File: src/sd_params.svh
// Constant definitions for the memory device command and read-path model.
`ifndef SD_PARAMS_SVH
`define SD_PARAMS_SVH
// ********************
// Register map
// ********************
`define SD_OFF_CTRL      8'h00
`define SD_OFF_STATUS    8'h04
`define SD_OFF_MODE      8'h08
`define SD_OFF_BANKS     8'h0c
`define SD_CTRL_RESET    1'h1
`define SD_RESP_OKAY     2'h0
`define SD_RESP_SLVERR   2'h2
// ********************
// Mode register fields
// ********************
`define SD_MR_BL_LSB     0
`define SD_MR_BT_BIT     3
`define SD_MR_CL_LSB     4
`define SD_MR_DLL_BIT    8
`define SD_EMR_AL_LSB    3
`define SD_EMR_CAL_LSB   7
`define SD_BL_CODE8      3'h3
`define SD_CL_RESET      3'h3
`define SD_AL_RESET      3'h0
`define SD_AP_BIT        10
// ********************
// Timing
// ********************
`define SD_TICK_DIV      2
`define SD_DLL_LOCK_CLKS 200
`define SD_PIPE_DEPTH    16
`endif

File: src/sd_pkg.sv
// Shared types for the memory device command and read-path model.
package sd_pkg;
	typedef enum logic [2:0] {
		SD_CMD_NOP,
		SD_CMD_LOAD_MODE,
		SD_CMD_REFRESH,
		SD_CMD_PRECHARGE,
		SD_CMD_ACTIVATE,
		SD_CMD_WRITE,
		SD_CMD_READ
	} sd_cmd_e;
	typedef enum logic [1:0] {
		SD_RD_IDLE,
		SD_RD_PRE,
		SD_RD_DATA,
		SD_RD_POST
	} sd_rd_state_e;
	typedef struct packed {
		logic       valid;
		logic       ap;
		logic [2:0] bank;
		logic [7:0] col;
	} sd_rdq_s;
endpackage

File: src/sd_rd_path.sv
// Read data path: strobe preamble, burst elements in order, postamble, release.
`include "sd_params.svh"
module sd_rd_path (
	input  wire logic       clk,
	input  wire logic       rst,
	input  wire logic       pre,
	input  wire logic       start,
	input  wire logic [7:0] col,
	input  wire logic       bl8,
	input  wire logic       interleave,
	output logic      [7:0] dq,
	output logic            dq_oe,
	output logic            dqs,
	output logic            dqs_n,
	output logic            dqs_oe,
	output logic            done
);
	sd_pkg::sd_rd_state_e state_reg, state_next;
	logic [2:0] idx_reg, idx_next;
	logic [7:0] col_reg, col_next;
	logic [7:0] dq_next;
	logic       dq_oe_next, dqs_next, dqs_oe_next, done_next;
	logic [2:0] last;
	logic [2:0] ord;

	always_comb begin
		state_next  = state_reg;
		idx_next    = idx_reg;
		col_next    = col_reg;
		dq_oe_next  = 1'b0;
		dqs_next    = 1'b0;
		dqs_oe_next = 1'b0;
		done_next   = 1'b0;
		last        = bl8 ? 3'h7 : 3'h3;
		case (state_reg)
			sd_pkg::SD_RD_IDLE, sd_pkg::SD_RD_POST: begin
				state_next = sd_pkg::SD_RD_IDLE;
				if (pre) begin
					state_next  = sd_pkg::SD_RD_PRE; // RULE_16
					dqs_oe_next = 1'b1;
				end
			end
			sd_pkg::SD_RD_PRE: begin
				dqs_oe_next = 1'b1;
			end
			sd_pkg::SD_RD_DATA: begin
				dq_oe_next  = 1'b1;
				dqs_oe_next = 1'b1;
				idx_next    = idx_reg + 3'h1;
				dqs_next    = idx_next[0] == 1'b0;
				if (idx_reg == last) begin
					state_next  = sd_pkg::SD_RD_POST; // RULE_17
					dq_oe_next  = 1'b0;
					dqs_next    = 1'b0;
					done_next   = 1'b1;
				end
			end
			default: begin
				state_next = sd_pkg::SD_RD_IDLE;
			end
		endcase
		if (start) begin
			state_next  = sd_pkg::SD_RD_DATA; // RULE_18
			idx_next    = 3'h0;
			col_next    = col;
			dq_oe_next  = 1'b1;
			dqs_oe_next = 1'b1;
			dqs_next    = 1'b1;
			done_next   = 1'b0;
		end
		if (interleave) begin
			ord = col_next[2:0] ^ idx_next; // RULE_15
		end else begin
			ord = col_next[2:0] + idx_next;
		end
		if (!bl8) begin
			ord[2] = col_next[2];
		end
		dq_next = {col_next[7:3], ord};
	end

	always_ff @(posedge clk or posedge rst) begin
		if (rst) begin
			state_reg <= sd_pkg::SD_RD_IDLE;
			idx_reg   <= 3'h0;
			col_reg   <= 8'h00;
			dq        <= 8'h00;
			dq_oe     <= 1'b0;
			dqs       <= 1'b0;
			dqs_n     <= 1'b1;
			dqs_oe    <= 1'b0;
			done      <= 1'b0;
		end else begin
			state_reg <= state_next;
			idx_reg   <= idx_next;
			col_reg   <= col_next;
			dq        <= dq_next;
			dq_oe     <= dq_oe_next;
			dqs       <= dqs_next;
			dqs_n     <= ~dqs_next;
			dqs_oe    <= dqs_oe_next;
			done      <= done_next;
		end
	end
endmodule

File: src/sd_dev.sv
// Memory device top: command decoder, mode registers, banks, read scheduler, bus slave.
//
// Summary of operation
// RULE_01: Host precharges all after DLL reset load.
// RULE_02: Host gives 200 clocks for DLL lock.
// RULE_03: Host issues two refreshes before mode load.
// RULE_04: Host loads base mode, DLL reset low.
// RULE_05: Host loads extended mode, calibration default.
// RULE_06: Host reloads extended mode, calibration exit.
// RULE_07: Device ready 200 clocks after DLL reset.
// RULE_08: Host activates row before any access.
// RULE_09: Host waits activate-to-access delay, rounded up.
// RULE_10: Same-bank activates spaced by row cycle.
// RULE_11: Different-bank activates spaced by bank interval.
// RULE_12: At most four activates per window.
// RULE_13: Auto precharge closes row at burst end; the code drops the close when another read starts by the end of that burst.
// RULE_14: First data after additive plus CAS latency.
// RULE_15: Further elements each half clock, programmed order.
// RULE_16: Strobe preamble low before data, postamble after; the code gives no preamble when bursts are one clock apart.
// RULE_17: Data lines released after final burst.
// RULE_18: Reads half burst apart give gapless data.
// RULE_19: Length-four bursts never truncated.
// RULE_20: Length-eight truncated only by read.
// RULE_21: Truncating read exactly two clocks later.
// RULE_22: No precharge to banks during truncation.
// RULE_23: Read data completes before a write.
// RULE_24: Bank lines select the mode register.
// RULE_25: Host tracks rows and spacing counters.
//
// Chosen here: the AXI4-Lite interface to the registers and the placing of the registers.
`include "sd_params.svh"
module sd_dev (
	input  wire logic        MCLK,
	input  wire logic        RST,
	input  wire logic [7:0]  S_AXI_AWADDR,
	input  wire logic        S_AXI_AWVALID,
	output logic             S_AXI_AWREADY,
	input  wire logic [31:0] S_AXI_WDATA,
	input  wire logic [3:0]  S_AXI_WSTRB,
	input  wire logic        S_AXI_WVALID,
	output logic             S_AXI_WREADY,
	output logic      [1:0]  S_AXI_BRESP,
	output logic             S_AXI_BVALID,
	input  wire logic        S_AXI_BREADY,
	input  wire logic [7:0]  S_AXI_ARADDR,
	input  wire logic        S_AXI_ARVALID,
	output logic             S_AXI_ARREADY,
	output logic      [31:0] S_AXI_RDATA,
	output logic      [1:0]  S_AXI_RRESP,
	output logic             S_AXI_RVALID,
	input  wire logic        S_AXI_RREADY,
	input  wire logic        CKE,
	input  wire logic        CS_N,
	input  wire logic        RAS_N,
	input  wire logic        CAS_N,
	input  wire logic        WE_N,
	input  wire logic [2:0]  BANK_SEL,
	input  wire logic [13:0] ADDR,
	output logic      [7:0]  DQ_O,
	output logic             DQ_OE,
	output logic             DQS_O,
	output logic             DQS_N_O,
	output logic             DQS_OE,
	output logic             READY
);
	// ********************
	// Pin synchroniser and device clock divider
	// ********************
	logic [21:0] s1_reg, s2_reg;
	logic        tick_reg;

	always_ff @(posedge MCLK or posedge RST) begin
		if (RST) begin
			s1_reg   <= 22'h3ffff0;
			s2_reg   <= 22'h3ffff0;
			tick_reg <= 1'b0;
		end else begin
			s1_reg   <= {CKE, CS_N, RAS_N, CAS_N, WE_N, BANK_SEL, ADDR};
			s2_reg   <= s1_reg;
			tick_reg <= ~tick_reg;
		end
	end

	logic        p_cke;
	logic [3:0]  p_ctl;
	logic [2:0]  p_ba;
	logic [13:0] p_a;
	sd_pkg::sd_cmd_e cmd;
	assign {p_cke, p_ctl, p_ba, p_a} = s2_reg;

	always_comb begin
		case (p_ctl)
			4'h0:    cmd = sd_pkg::SD_CMD_LOAD_MODE;
			4'h1:    cmd = sd_pkg::SD_CMD_REFRESH;
			4'h2:    cmd = sd_pkg::SD_CMD_PRECHARGE;
			4'h3:    cmd = sd_pkg::SD_CMD_ACTIVATE;
			4'h4:    cmd = sd_pkg::SD_CMD_WRITE;
			4'h5:    cmd = sd_pkg::SD_CMD_READ;
			default: cmd = sd_pkg::SD_CMD_NOP;
		endcase
	end

	// ********************
	// Device state: modes, banks, lock counter, read pipe
	// ********************
	logic        en_reg, en_next;
	logic [2:0]  bl_reg, bl_next, cl_reg, cl_next, al_reg, al_next, cal_reg, cal_next;
	logic        bt_reg, bt_next, dll_seen_reg, dll_seen_next, ready_reg, ready_next;
	logic [7:0]  lock_reg, lock_next;
	logic [7:0]  open_reg, open_next;
	logic        ap_pend_reg, ap_pend_next;
	logic [2:0]  ap_bank_reg, ap_bank_next;
	sd_pkg::sd_rdq_s pipe_reg [`SD_PIPE_DEPTH];
	sd_pkg::sd_rdq_s pipe_in;
	logic        live, rd_pre, rd_start, rd_done;
	logic [3:0]  rl;
	sd_pkg::sd_rdq_s tap_data, tap_pre;

	assign live     = tick_reg && p_cke && en_reg;
	assign rl       = 4'({1'b0, al_reg} + {1'b0, cl_reg}); // RULE_14
	assign tap_data = pipe_reg[rl - 4'h1];
	assign tap_pre  = pipe_reg[rl - 4'h2];
	assign rd_start = tick_reg && tap_data.valid;
	assign rd_pre   = tick_reg && tap_pre.valid;

	always_comb begin
		pipe_in       = '0;
		bl_next       = bl_reg;
		cl_next       = cl_reg;
		al_next       = al_reg;
		bt_next       = bt_reg;
		cal_next      = cal_reg;
		dll_seen_next = dll_seen_reg;
		lock_next     = lock_reg;
		ready_next    = ready_reg;
		open_next     = open_reg;
		ap_pend_next  = ap_pend_reg;
		ap_bank_next  = ap_bank_reg;
		if (tick_reg && dll_seen_reg && !ready_reg) begin
			lock_next = lock_reg + 8'h01;
			if (lock_next == 8'(`SD_DLL_LOCK_CLKS)) begin
				ready_next = 1'b1; // RULE_07
			end
		end
		if (rd_start) begin
			ap_pend_next = tap_data.ap;
			ap_bank_next = tap_data.bank;
		end else if (rd_done && ap_pend_reg) begin
			open_next[ap_bank_reg] = 1'b0; // RULE_13
			ap_pend_next           = 1'b0;
		end
		if (live) begin
			case (cmd)
				sd_pkg::SD_CMD_LOAD_MODE: begin
					if (p_ba[1:0] == 2'h0) begin
						bl_next = p_a[`SD_MR_BL_LSB +: 3];
						bt_next = p_a[`SD_MR_BT_BIT];
						cl_next = p_a[`SD_MR_CL_LSB +: 3];
						if (p_a[`SD_MR_DLL_BIT]) begin
							dll_seen_next = 1'b1; // RULE_07
							lock_next     = 8'h00;
							ready_next    = 1'b0;
						end
					end else if (p_ba[1:0] == 2'h1) begin
						al_next  = p_a[`SD_EMR_AL_LSB +: 3];
						cal_next = p_a[`SD_EMR_CAL_LSB +: 3];
					end
				end
				sd_pkg::SD_CMD_ACTIVATE: begin
					open_next[p_ba] = 1'b1;
				end
				sd_pkg::SD_CMD_PRECHARGE: begin
					if (p_a[`SD_AP_BIT]) begin
						open_next = 8'h00;
					end else begin
						open_next[p_ba] = 1'b0;
					end
				end
				sd_pkg::SD_CMD_READ: begin
					if (ready_reg && open_reg[p_ba]) begin
						pipe_in.valid = 1'b1; // RULE_14
						pipe_in.ap    = p_a[`SD_AP_BIT];
						pipe_in.bank  = p_ba;
						pipe_in.col   = p_a[7:0];
					end
				end
				default: begin
				end
			endcase
		end
	end

	always_ff @(posedge MCLK or posedge RST) begin
		if (RST) begin
			bl_reg       <= 3'h2;
			cl_reg       <= `SD_CL_RESET;
			al_reg       <= `SD_AL_RESET;
			bt_reg       <= 1'b0;
			cal_reg      <= 3'h0;
			dll_seen_reg <= 1'b0;
			lock_reg     <= 8'h00;
			ready_reg    <= 1'b0;
			open_reg     <= 8'h00;
			ap_pend_reg  <= 1'b0;
			ap_bank_reg  <= 3'h0;
		end else begin
			bl_reg       <= bl_next;
			cl_reg       <= cl_next;
			al_reg       <= al_next;
			bt_reg       <= bt_next;
			cal_reg      <= cal_next;
			dll_seen_reg <= dll_seen_next;
			lock_reg     <= lock_next;
			ready_reg    <= ready_next;
			open_reg     <= open_next;
			ap_pend_reg  <= ap_pend_next;
			ap_bank_reg  <= ap_bank_next;
		end
	end

	assign READY = ready_reg;

	genvar gi;
	generate
		for (gi = 0; gi < `SD_PIPE_DEPTH; gi++) begin : g_pipe
			always_ff @(posedge MCLK or posedge RST) begin
				if (RST) begin
					pipe_reg[gi] <= '0;
				end else if (tick_reg) begin
					pipe_reg[gi] <= (gi == 0) ? pipe_in : pipe_reg[(gi == 0) ? 0 : gi - 1];
				end
			end
		end
	endgenerate

	sd_rd_path u_rd (
		.clk        (MCLK),
		.rst        (RST),
		.pre        (rd_pre),
		.start      (rd_start),
		.col        (tap_data.col),
		.bl8        (bl_reg == `SD_BL_CODE8),
		.interleave (bt_reg),
		.dq         (DQ_O),
		.dq_oe      (DQ_OE),
		.dqs        (DQS_O),
		.dqs_n      (DQS_N_O),
		.dqs_oe     (DQS_OE),
		.done       (rd_done)
	);

	// ********************
	// AXI4-Lite slave
	// ********************
	logic        awh_reg, awh_next, wh_reg, wh_next, bv_next, rv_next;
	logic [7:0]  awa_reg, awa_next;
	logic [31:0] wd_reg, wd_next, rd_next;
	logic        wst_reg, wst_next;
	logic [1:0]  br_next, rr_next;

	always_comb begin
		awh_next = awh_reg;
		awa_next = awa_reg;
		wh_next  = wh_reg;
		wd_next  = wd_reg;
		wst_next = wst_reg;
		en_next  = en_reg;
		bv_next  = S_AXI_BVALID && !S_AXI_BREADY;
		br_next  = S_AXI_BRESP;
		rv_next  = S_AXI_RVALID && !S_AXI_RREADY;
		rd_next  = S_AXI_RDATA;
		rr_next  = S_AXI_RRESP;
		if (S_AXI_AWVALID && S_AXI_AWREADY) begin
			awh_next = 1'b1;
			awa_next = S_AXI_AWADDR;
		end
		if (S_AXI_WVALID && S_AXI_WREADY) begin
			wh_next  = 1'b1;
			wd_next  = S_AXI_WDATA;
			wst_next = S_AXI_WSTRB[0];
		end
		if (awh_reg && wh_reg && !S_AXI_BVALID) begin
			awh_next = 1'b0;
			wh_next  = 1'b0;
			bv_next  = 1'b1;
			br_next  = `SD_RESP_OKAY;
			case (awa_reg)
				`SD_OFF_CTRL: begin
					if (wst_reg) begin
						en_next = wd_reg[0];
					end
				end
				`SD_OFF_STATUS, `SD_OFF_MODE, `SD_OFF_BANKS: begin
				end
				default: br_next = `SD_RESP_SLVERR;
			endcase
		end
		if (S_AXI_ARVALID && S_AXI_ARREADY) begin
			rv_next = 1'b1;
			rr_next = `SD_RESP_OKAY;
			case (S_AXI_ARADDR)
				`SD_OFF_CTRL:   rd_next = {31'h0, en_reg};
				`SD_OFF_STATUS: rd_next = {29'h0, ap_pend_reg, dll_seen_reg, ready_reg};
				`SD_OFF_MODE:   rd_next = {16'h0, 1'b0, cal_reg, 1'b0, al_reg,
					1'b0, cl_reg, bt_reg, bl_reg};
				`SD_OFF_BANKS:  rd_next = {24'h0, open_reg};
				default: begin
					rd_next = 32'h0;
					rr_next = `SD_RESP_SLVERR;
				end
			endcase
		end
	end

	always_ff @(posedge MCLK or posedge RST) begin
		if (RST) begin
			awh_reg       <= 1'b0;
			awa_reg       <= 8'h00;
			wh_reg        <= 1'b0;
			wd_reg        <= 32'h0;
			wst_reg       <= 1'b0;
			en_reg        <= `SD_CTRL_RESET;
			S_AXI_AWREADY <= 1'b0;
			S_AXI_WREADY  <= 1'b0;
			S_AXI_BVALID  <= 1'b0;
			S_AXI_BRESP   <= 2'h0;
			S_AXI_ARREADY <= 1'b0;
			S_AXI_RVALID  <= 1'b0;
			S_AXI_RDATA   <= 32'h0;
			S_AXI_RRESP   <= 2'h0;
		end else begin
			awh_reg       <= awh_next;
			awa_reg       <= awa_next;
			wh_reg        <= wh_next;
			wd_reg        <= wd_next;
			wst_reg       <= wst_next;
			en_reg        <= en_next;
			S_AXI_AWREADY <= !awh_next && !bv_next;
			S_AXI_WREADY  <= !wh_next && !bv_next;
			S_AXI_BVALID  <= bv_next;
			S_AXI_BRESP   <= br_next;
			S_AXI_ARREADY <= !rv_next;
			S_AXI_RVALID  <= rv_next;
			S_AXI_RDATA   <= rd_next;
			S_AXI_RRESP   <= rr_next;
		end
	end
endmodule

File: config.mk
export PLATFORM = sky130hd
export DESIGN_NAME = sd_dev
export DESIGN_NICKNAME = d
export VERILOG_FILES = /design/src/sd_pkg.sv /design/src/sd_rd_path.sv /design/src/sd_dev.sv
export VERILOG_INCLUDE_DIRS = /design/src
export SDC_FILE = /design/constraint.sdc
export NUM_CORES = 1
export LEC_CHECK = 0
export BUFFER_PORTS_ARGS = -buffer_cell sky130_fd_sc_hd__buf_2
export CORE_MARGIN = 10
export CORE_UTILIZATION = 40
export CTS_BUF_LIST = sky130_fd_sc_hd__clkbuf_2 sky130_fd_sc_hd__clkbuf_4 sky130_fd_sc_hd__clkbuf_8
export CTS_CLUSTER_SIZE = 14
export DETAILED_ROUTE_END_ITERATION = 7
export HOLD_SLACK_MARGIN = 0.02
export PLACE_DENSITY = 0.68
export SYNTH_ARGS = -nofsm -noshare
export SYNTH_HDL_FRONTEND = slang
export SYNTH_SLANG_ARGS = --single-unit
File: constraint.sdc
create_clock -name MCLK -period 11.79 [get_ports MCLK]
set_clock_uncertainty 0.15 [all_clocks]
set_input_delay 2.358 -clock MCLK [delete_from_list [all_inputs] [get_ports MCLK]]
set_output_delay 2.358 -clock MCLK [all_outputs]
set_load 0.02 [all_outputs]
Yosys cells after proc, flatten, opt, wreduce, memory -nomap -nowiden
Cells that the tools add are included.
{"block": "word_totals", "register_bits": 368, "input_bits": 81, "output_inout_bits": 54, "wordCells": 256}
{"block": "classes", "n_addsub": 6, "n_lt_le_gt_ge": 6, "n_eq_ne": 23, "n_mux": 65, "n_bitwise": 12, "reduce_logical": 43}
{"cell": "$bmux W13 S4", "n": 2}
{"cell": "$mux W13", "n": 7}
{"cell": "$mux W8", "n": 10}
{"cell": "$pmux W15 S4", "n": 1}
{"cell": "$eq A8 B4 Y1 const B", "n": 4}
{"cell": "$mux W1", "n": 30}
{"cell": "$logic_and A1 B1 Y1", "n": 19}
{"cell": "$pmux W3 S6", "n": 1}
{"cell": "$and A8 B8 Y8", "n": 2}
{"cell": "$eq A8 B3 Y1 const B", "n": 2}
{"cell": "$logic_not A8 Y1", "n": 2}
{"cell": "$not A8 Y8", "n": 2}
{"cell": "$pmux W8 S2", "n": 1}
{"cell": "$mux W3", "n": 4}
{"cell": "$ge A5 B5 Y1 const B", "n": 2}
{"cell": "$not A4 Y5", "n": 2}
{"cell": "$add A8 B1 Y8 const B", "n": 1}
{"cell": "$eq A4 B2 Y1 const B", "n": 2}
{"cell": "$eq A4 B3 Y1 const B", "n": 2}
{"cell": "$eq A8 B8 Y1 const B", "n": 1}
{"cell": "$logic_not A1 Y1", "n": 8}
{"cell": "$lt A3 B4 Y1 const B", "n": 2}
{"cell": "$mux W2", "n": 4}
{"cell": "$or A8 B8 Y8", "n": 1}
{"cell": "other kinds (29)", "n": 43}

Longest topological paths before layout
Gate-level depths: netlist of run 1.
{"block": "depth", "ltp_word": 12, "ltp_mapped": 21}

Cells and area by module
From an unflattened synthesis of run 1, not the netlist that was laid out.
{"block": "unflattened", "cells_unflattened": 980, "area_unflattened_um2": 14866.8}
{"mod": "sd_dev", "instances": 1, "cells_per_inst": 904, "area_per_inst_um2": 13914.6, "seq_area_each_um2": 7950.1}
{"mod": "sd_rd_path", "instances": 1, "cells_per_inst": 76, "area_per_inst_um2": 952.2, "seq_area_each_um2": 526.8}

Worst setup path before layout of run 1
Ideal clock, no wire load.
{"block": "synth_path", "path_kind": "register to register", "startpoint": "reg al_reg[0]", "endpoint": "reg u_rd.dq[2]", "setup_time_ps": 126, "arrival_time_ps": 4140, "slack_ps": 7374, "path_stages_with_launch": 19, "synth_period_minus_slack_ps": 4416, "cell_sequence": "dfrtp_1 ha_1 fa_1 inv_1 ha_1 buf_4 buf_4 buf_1 mux4_2 mux4_2 mux2_2 ha_1 inv_1 fa_1 nor2_1 xnor2_1 nand2_1 xor2_1 mux2i_1"}
{"block": "synth_between", "elab_chain_len": 11, "elab_cells_between_ends": 13, "cone_classes": "add/sub (3); mux (7); bitwise (2); reduce/logical (1)"}
{"item": "from (decl)", "line": "sd_dev.sv:107", "rtl": "logic [2:0] bl_reg, bl_next, cl_reg, cl_next, al_reg, al_next, cal_reg, cal_next;"}
{"item": "from (signal assigned)", "line": "sd_dev.sv:197", "rtl": "al_reg <= `SD_AL_RESET;"}
{"item": "from (signal assigned)", "line": "sd_dev.sv:209", "rtl": "al_reg <= al_next;"}
{"item": "$add A3 B3 Y4 (*)", "line": "sd_dev.sv:120", "rtl": "assign rl = 4'({1'b0, al_reg} + {1'b0, cl_reg});"}
{"item": "$sub A4 B1 Y4 (*)", "line": "sd_dev.sv:121", "rtl": "assign tap_data = pipe_reg[rl - 4'h1];"}
{"item": "$not A4 Y5 (implied by the code) (*)", "line": "sd_dev.sv:121"}
{"item": "$bmux W13 S4 (*)", "line": "sd_dev.sv:121"}
{"item": "$mux W13 (implied by the code) (*) (2 in series)", "line": "sd_dev.sv:121"}
{"item": "$logic_and A1 B1 Y1", "line": "sd_dev.sv:123", "rtl": "assign rd_start = tick_reg && tap_data.valid;"}
{"item": "$mux W8 (*)", "line": "sd_rd_path.sv:62", "rtl": "if (start) begin"}
{"item": "named net u_rd.col_next[0]", "line": "sd_rd_path.sv:20", "rtl": "logic [7:0] col_reg, col_next;"}
{"item": "$add A3 B3 Y3 (*)", "line": "sd_rd_path.sv:74", "rtl": "ord = col_next[2:0] + idx_next;"}
{"item": "$mux W3 (*)", "line": "sd_rd_path.sv:71", "rtl": "if (interleave) begin"}
{"item": "$mux W1 (*)", "line": "sd_rd_path.sv:76", "rtl": "if (!bl8) begin"}
{"item": "named net u_rd.dq_next[2]", "line": "sd_rd_path.sv:21", "rtl": "logic [7:0] dq_next;"}
{"item": "to (signal assigned)", "line": "sd_rd_path.sv:97", "rtl": "dq <= dq_next;"}
{"item": "to (decl)", "line": "sd_rd_path.sv:11", "rtl": "output logic [7:0] dq,"}
The timed path passes the listed nets; every way through them passes the cells marked *. The select of a mux whose other input is x is not followed.
A chain may end at the register's enable or synchronous reset.

Worst setup path in the final report of run 1
{"block": "layout_path", "startpoint": "reg al_reg[0]", "endpoint": "reg u_rd.dq[2]"}
{"block": "layout_between", "elab_chain_len": 11, "elab_cells_between_ends": 13, "cone_classes": "add/sub (3); mux (7); bitwise (2); reduce/logical (1)"}
{"item": "$add A3 B3 Y4", "line": "sd_dev.sv:120"}
{"item": "$sub A4 B1 Y4", "line": "sd_dev.sv:121"}
{"item": "$not A4 Y5 (implied by the code)", "line": "sd_dev.sv:121"}
{"item": "$bmux W13 S4", "line": "sd_dev.sv:121"}
{"item": "$mux W13 (implied by the code) (2 in series)", "line": "sd_dev.sv:121"}
{"item": "$logic_and A1 B1 Y1", "line": "sd_dev.sv:123"}
{"item": "$mux W3", "line": "sd_rd_path.sv:62"}
{"item": "named net u_rd.idx_next[0]", "line": "sd_rd_path.sv:19", "rtl": "logic [2:0] idx_reg, idx_next;"}
{"item": "$add A3 B3 Y3", "line": "sd_rd_path.sv:74"}
{"item": "$mux W3", "line": "sd_rd_path.sv:71"}
{"item": "$mux W1", "line": "sd_rd_path.sv:76"}
{"item": "named net u_rd.dq_next[2]", "line": "sd_rd_path.sv:21"}
The timed path passes the listed nets, and every way through them passes these cells. The select of a mux whose other input is x is not followed.

==> metrics.cfg, run 1 <==
[run_status]
status = finished, final reports clean

[clock_tree]
root_buffer = clkbuf_8
clk_pin_slew_worst_paths_ns = 0.06
clk-insertion-delay-late_ns = 0.58
cts.sink_count = 337
cts_buffers = 55
cts_tree = built
clockBufferDepth = 3
cts_setup_buffers = 0
post_cts_resized = 0
h-tree-depth = 2
cts_hold_buf = 0

[global_routing]
antenna_found_initial = 0
overflow = 0
grt_pass1_wl_um = 45400
grt_use_met1_pct = 16.6
grt-busiest-layer = met2
grt_max_degree = 104
gr-usage-all-layers_pct = 12.3
grt_pass1_vias = 8602
grtUsageMet2_pct = 19.3
met3_usage_pct = 3.02

[synth]
synth_warnings = 0
yosys_register_bits = 337
yosysSeqAreaShare_pct = 57.4
synth_top_area_share_pct = 51.1
async_reset_ff_share_pct = 100
synth_edf_count = 0
synth_area_sq_mm = 0.0148
synthFlopType = dfrtp_1
netlist_instances = 978
synth.area.top_cells = dfrtp_1 51%, mux2_2 18%, mux4_2 11%
syn_area_per_cell_sq_um = 15.1
synth_area_leader_cell = dfrtp_1
synthDistinctLibCells = 58

[worst_hold_path]
min_from = s1_reg[3]
hold_class = register to register
hold_depth = 0
holdPathEnd = s2_reg[3]

[worst_setup_path]
r2r_start = al_reg[0]
worst-path-max-fanout = 52
cp-end-kind = register
r2r_end = u_rd.dq[2]
crit_type = register to register
required_ns = 12.13
startpoint_type = register
rrSetupSlack_ns = 6.23
cp_data_arrival_time_ns = 5.90
r2r_cells = 18

[floorplan]
core.rowCount = 70
die-area_sq_mm = 0.0450
ios = 135
die-height_um = 212
die_w_um = 212
core_sq_mm = 0.0365
initial_core_util_pct = 40.5

[drt]
drt-initial-drc-count = 515
wl_um = 27500
firstDrtPassIters = 4
routedWlPerCell_um = 17.4
vias = 8178
vias_per_cell = 5.19
ant_nets = 0
drc = 0

[cells_and_area]
postLayoutCellArea_sq_mm = 0.0168
mostFrequentLayoutCell = dfrtp_1
final_cell_mix = 301 x dfrtp_1, 232 x mux2_2, 77 x buf_2, 70 x clkbuf_8, 69 x mux4_2
final_nets = 1158
layout-drive-gt1-share_pct = 48.7
num-fill-cells = 3175
syn_to_final_growth_pct = 13.4
antennaDiodeCount = 0
largest_reg_flops = 208

[placement]
portBuffers = 77
dp_hpwl_um = 17400
postPlaceCellArea_sq_mm = 0.0155
place_congestion = 0.802

[sta]
setup_violations = 0
period_needed_ns = 5.56
slew_viol_final = 0
fmax_ghz = 0.180
tns_ns = 0
rsz0062_at_grt = false
finalHoldViolations = 0
relSlewSlack_pct = 25.1
tightest_slew_ns = 1.12
post-route-period-util_pct = 47.2

[power_and_ir_drop]
leakage_uw = 0.00810
powerDensity_mw_per_mm2 = 149
vdd_drop_max_uv = 83.8

[run]
drv_cap = 0

area by class of cell:
class	instances	area (sq um)	share of cell area [%]
clock buffer	94	1140	6.82
clock inverter	8	118	0.702
inverter	18	75.1	0.448
multi-input combinational	564	5890	35.1
sequential	337	8480	50.6
tap	468	586	3.49
timing repair buffer	88	468	2.79
cell families after synthesis:
| kind of cell | share of synthesized area, % |
|---|---|
| mux | 29.0 |
| simple gates | 4.02 |
| flops | 57.4 |
| buf+inv | 3.39 |
| xor+xnor | 1.05 |
| fa+ha+maj | 1.20 |
| compound gates | 3.94 |
| other cells | 0.0254 |
metrics by stage:
step	instances	total power, uW	utilization (%)	hold WS, ns	setup slack [ns]
after floorplan	997	1350	-	0.181	0.00167
after global placement	1475	1390	42.4	0.184	6.24
after detailed placement	1475	1390	42.4	0.189	6.16
after CTS	1577	2530	45.9	0.206	6.13
after global routing	1577	2600	45.9	0.209	5.88
final	1577	2490	45.9	0.196	6.23
synthesized netlist by cell type, drive strengths merged, types with 8 or more instances:
cell,count
nand3,10
mux4,70
o21ai,23
buf,44
xor2,9
mux2i,8
inv,18
mux2,233
nor2,21
nand2,45
ha,11
clkbuf,34
dfrtp,302
a22o,12
dfstp,35
a21oi,15
power by group:
part / switching [uW] / internal, uW / leakage, uW
Sequential: 25.4 / 1200 / 0.00452
Combinational: 84.7 / 53.0 / 0.00291
Clock: 451 / 673 / 0.000672
Total: 561 / 1930 / 0.00810
how the worst max path moves through the flow:
| stage | start | end | slack [ns] | cells past startpoint |
|---|---|---|---|---|
| after floorplan | RST | READY | 0.002 | 1 |
| after global placement | al_reg[0] | u_rd.dq[2] | 6.24 | 18 |
| after detailed placement | al_reg[0] | u_rd.dq[2] | 6.16 | 18 |
| after CTS | al_reg[0] | u_rd.dq[2] | 6.13 | 18 |
| after global routing | al_reg[0] | u_rd.dq[2] | 5.88 | 18 |
| final | al_reg[0] | u_rd.dq[2] | 6.23 | 18 |
worst max-delay path, stage by stage (launching register included):
cell	delay (ns)
dfrtp_1	0.42
ha_4	0.18
fa_1	0.64
inv_1	0.13
ha_2	0.33
buf_4	0.64
mux4_2	0.42
mux2_4	0.28
o311ai_4	0.56
inv_2	0.18
nor2_1	0.20
ha_1	0.17
inv_1	0.05
fa_1	0.41
nor2_1	0.16
xnor2_1	0.14
nand2_1	0.09
xor2_1	0.14
mux2i_1	0.14
metal layers:
layer	wire length, um	vias up	share of wire, %
met3	1690	51	6.1
met1	12500	4218	45
met5	0	-	0
met2	12700	182	46
met4	546	0	2.0
li1	-	3727	-
No activity file was read; power rests on OpenSTA's default activity.
==> run 2: changes to the inputs <==
ABC_AREA = 1   (was default)
PLACE_DENSITY = 0.67   (was 0.68)
clock period = 4.57 ns   (was 11.79 ns; I/O delays follow)
==> run 2 against run 1 <==
  * Combinational power grew to 3.8 times the previous value
  * Power rose to 2.6 times the previous value
  * Area after synthesis grew 4.0%
  * Clock power up 140%
  * Design area grew 2.3%
  * Core utilization is 0.49 points lower
  * Register-to-register slack got worse by 5.8 ns
  * Non-clock buffer count is 11 higher
  * Global-route usage rose by 2.1 points
  * Critical path depth is 5 higher
  * Via count is 46% higher
  * Sequential power grew to 2.6 times the previous value
  * Critical path type unchanged
==> metrics.cfg, run 2 <==
[drt]
routedWlPerCell_um = 14.1
drt-initial-drc-count = 891
wl_um = 34000
firstDrtPassIters = 5
drc = 0
vias_per_cell = 4.92
ant_nets = 0
vias = 11900

[synth]
synthSimpleGateAreaFrac_pct = 15.2
muxShareOfSynthArea_pct = 0.146
yosysSeqAreaShare_pct = 55.1
synth_top_area_share_pct = 49.2
synth_area_leader_cell = dfrtp_1
syn_area_per_cell_sq_um = 8.45
synthFlopType = dfrtp_1
netlist_instances = 1820
synth_area_sq_mm = 0.0154
synth_common_cells = 443 x nand2_1, 323 x o21ai_0, 302 x dfrtp_1
synth_top_family_by_area = compound AO/OA/AOI/OAI gates
synth.area.top_cells = dfrtp_1 49%, nand2_1 11%, o21ai_0 11%
synthDistinctLibCells = 43
synth_compound_area_share_pct = 17.8
synth_edf_count = 0
async_reset_ff_share_pct = 100
yosys.cell_count.top_type = nand2_1
synth_xor_area_share_pct = 0.399
synth_warnings = 0
yosys.area_share.adder_pct = 1.16
yosys_register_bits = 337

[worst_setup_path]
slowest_delay_ns = 0.57
required_ns = 4.90
critPathTopFamily = adder cells
cp_data_arrival_time_ns = 4.50
crit_slowest_cell = fa_1
critPathMostFrequentCell = nand2_1
worst-path-max-fanout = 15
crit_type = register to register
cp-end-kind = register
startpoint_type = register
path_cells = ha_4 -> fa_1 -> inv_1 -> ha_1 -> buf_4 -> nand3_1 -> nand2_1 -> nand2_1 -> nand2_1 -> nand2_2 -> nand3_4 -> buf_4 -> nand2_1 -> nand2_1 -> ha_1 -> inv_1 -> fa_1 -> nor2_1 -> nand3_1 -> nand2_1 -> nor2_1 -> nor2_1 -> nor2_1
crit_buf_inv = 4

[sta]
fmax_ghz = 0.240
rsz0062_at_grt = false
tightest_slew_ns = 0.938
setup_violations = 0
finalHoldViolations = 0
post-route-period-util_pct = 91.2
tns_ns = 0
slew_viol_final = 0
relSlewSlack_pct = 37.5
period_needed_ns = 4.17

[cells_and_area]
antennaDiodeCount = 0
stdcell_count = 2422
syn_to_final_growth_pct = 11.5
multi_input_area_sq_mm = 0.00542
num-fill-cells = 3706
postLayoutCellArea_sq_mm = 0.0171
largest_reg_flops = 208
register_area_sq_mm = 0.00848
final_nets = 1967
layout-drive-gt1-share_pct = 13.4
final_cell_mix = 443 x nand2_1, 323 x o21ai_0, 301 x dfrtp_1, 212 x inv_1, 131 x a21oi_1
mostFrequentLayoutCell = nand2_1

[power_and_ir_drop]
leakage_uw = 0.00785
vdd_drop_max_uv = 350
powerDensity_mw_per_mm2 = 373

[placement]
place_congestion = 0.869
dp_hpwl_um = 21600
portBuffers = 77
place_inst = 2329
postPlaceCellArea_sq_mm = 0.0160

[worst_hold_path]
hold_class = register to register

[global_routing]
grt_max_degree = 158
grt_pass1_vias = 11500
antenna_found_initial = 0
overflow = 0
gr-usage-all-layers_pct = 14.4
grt_pass1_wl_um = 57400

[floorplan]
core.rowCount = 71
die-height_um = 216
die-area_sq_mm = 0.0467
core_sq_mm = 0.0378
initial_core_util_pct = 40.7
die_w_um = 216
ios = 135

[clock_tree]
cts_tree = built
clk_pin_slew_worst_paths_ns = 0.07
cts_hold_buf = 0
clockBufferDepth = 3
cts_setup_buffers = 0
h-tree-depth = 2
cts.sink_count = 337
post_cts_resized = 0
cts_buffers = 53
root_buffer = clkbuf_8
clk-insertion-delay-late_ns = 0.60

[run]
drv_cap = 0

[run_status]
status = finished, final reports clean

run 2: changes by cell type after synthesis, sizes merged, moves of 12 or more:
cell | before | now
nand2 | 45 | 450
o21ai | 23 | 372
mux2 | 233 | 2
inv | 18 | 222
a21oi | 15 | 131
mux4 | 70 | 0
nor2 | 21 | 76
buf | 44 | 78
nand3 | 10 | 30
a22o | 12 | 0
run 2: logic make-up (layout without fill, tap and decap cells):
logic type               Yosys count  after routing
AND/OR/NAND/NOR                  585            585
AO/OA/AOI/OAI                    533            533
buffers and inverters            342            414
flip-flops                       337            337
adder cells (fa/ha/maj)           13             13
XOR/XNOR                           7              7
multiplexers                       2              2
other                              1             20
run 2: area by class of cell:
type / count / area share (%)
clock buffers: 84 / 6.05
clock inverters: 9 / 0.613
inverters: 222 / 4.91
multi-input cells: 1160 / 31.6
flip-flops and latches: 337 / 49.5
well taps: 511 / 3.73
repair buffers: 99 / 3.58
run 2: path summary, 6_finish.rpt:
check                           startpoint           end  slack (ns)  cells after the start
worst max-delay path             al_reg[0]    u_rd.dq[2]        0.40                     23
worst min-delay path             s1_reg[9]     s2_reg[9]        0.20                      0
worst max register to register   al_reg[0]    u_rd.dq[2]        0.40                     23
worst min register to register   s1_reg[9]     s2_reg[9]        0.20                      0
max in group asynchronous              RST  pipe_reg[42]        3.28                      3
min in group asynchronous              RST      tick_reg        0.35                      3
run 2: where the power goes:
| part | switching, uW | internal, uW |
|---|---|---|
| Clock | 1160 | 1550 |
| Sequential | 57.6 | 3110 |
| Combinational | 361 | 156 |
run 2: per-layer routing:
| metal | track usage [%] | wire [um] |
|---|---|---|
| met1 | 19.5 | 15800 |
| met2 | 22.9 | 15800 |
| met3 | 2.70 | 1690 |
| met4 | 4.61 | 708 |
| met5 | 0 | 0 |
run 2: per-stage QoR:
step	util [%]	setup WS (ns)	total power, uW	hold WS [ns]
after global routing	45.4	0.0233	6700	0.198
after floorplan	-	-0.970	3590	0.181
final	45.4	0.402	6400	0.200
after CTS	45.4	0.384	6480	0.202
after detailed placement	42.4	0.393	3750	0.189
after global placement	42.4	0.381	3730	0.185
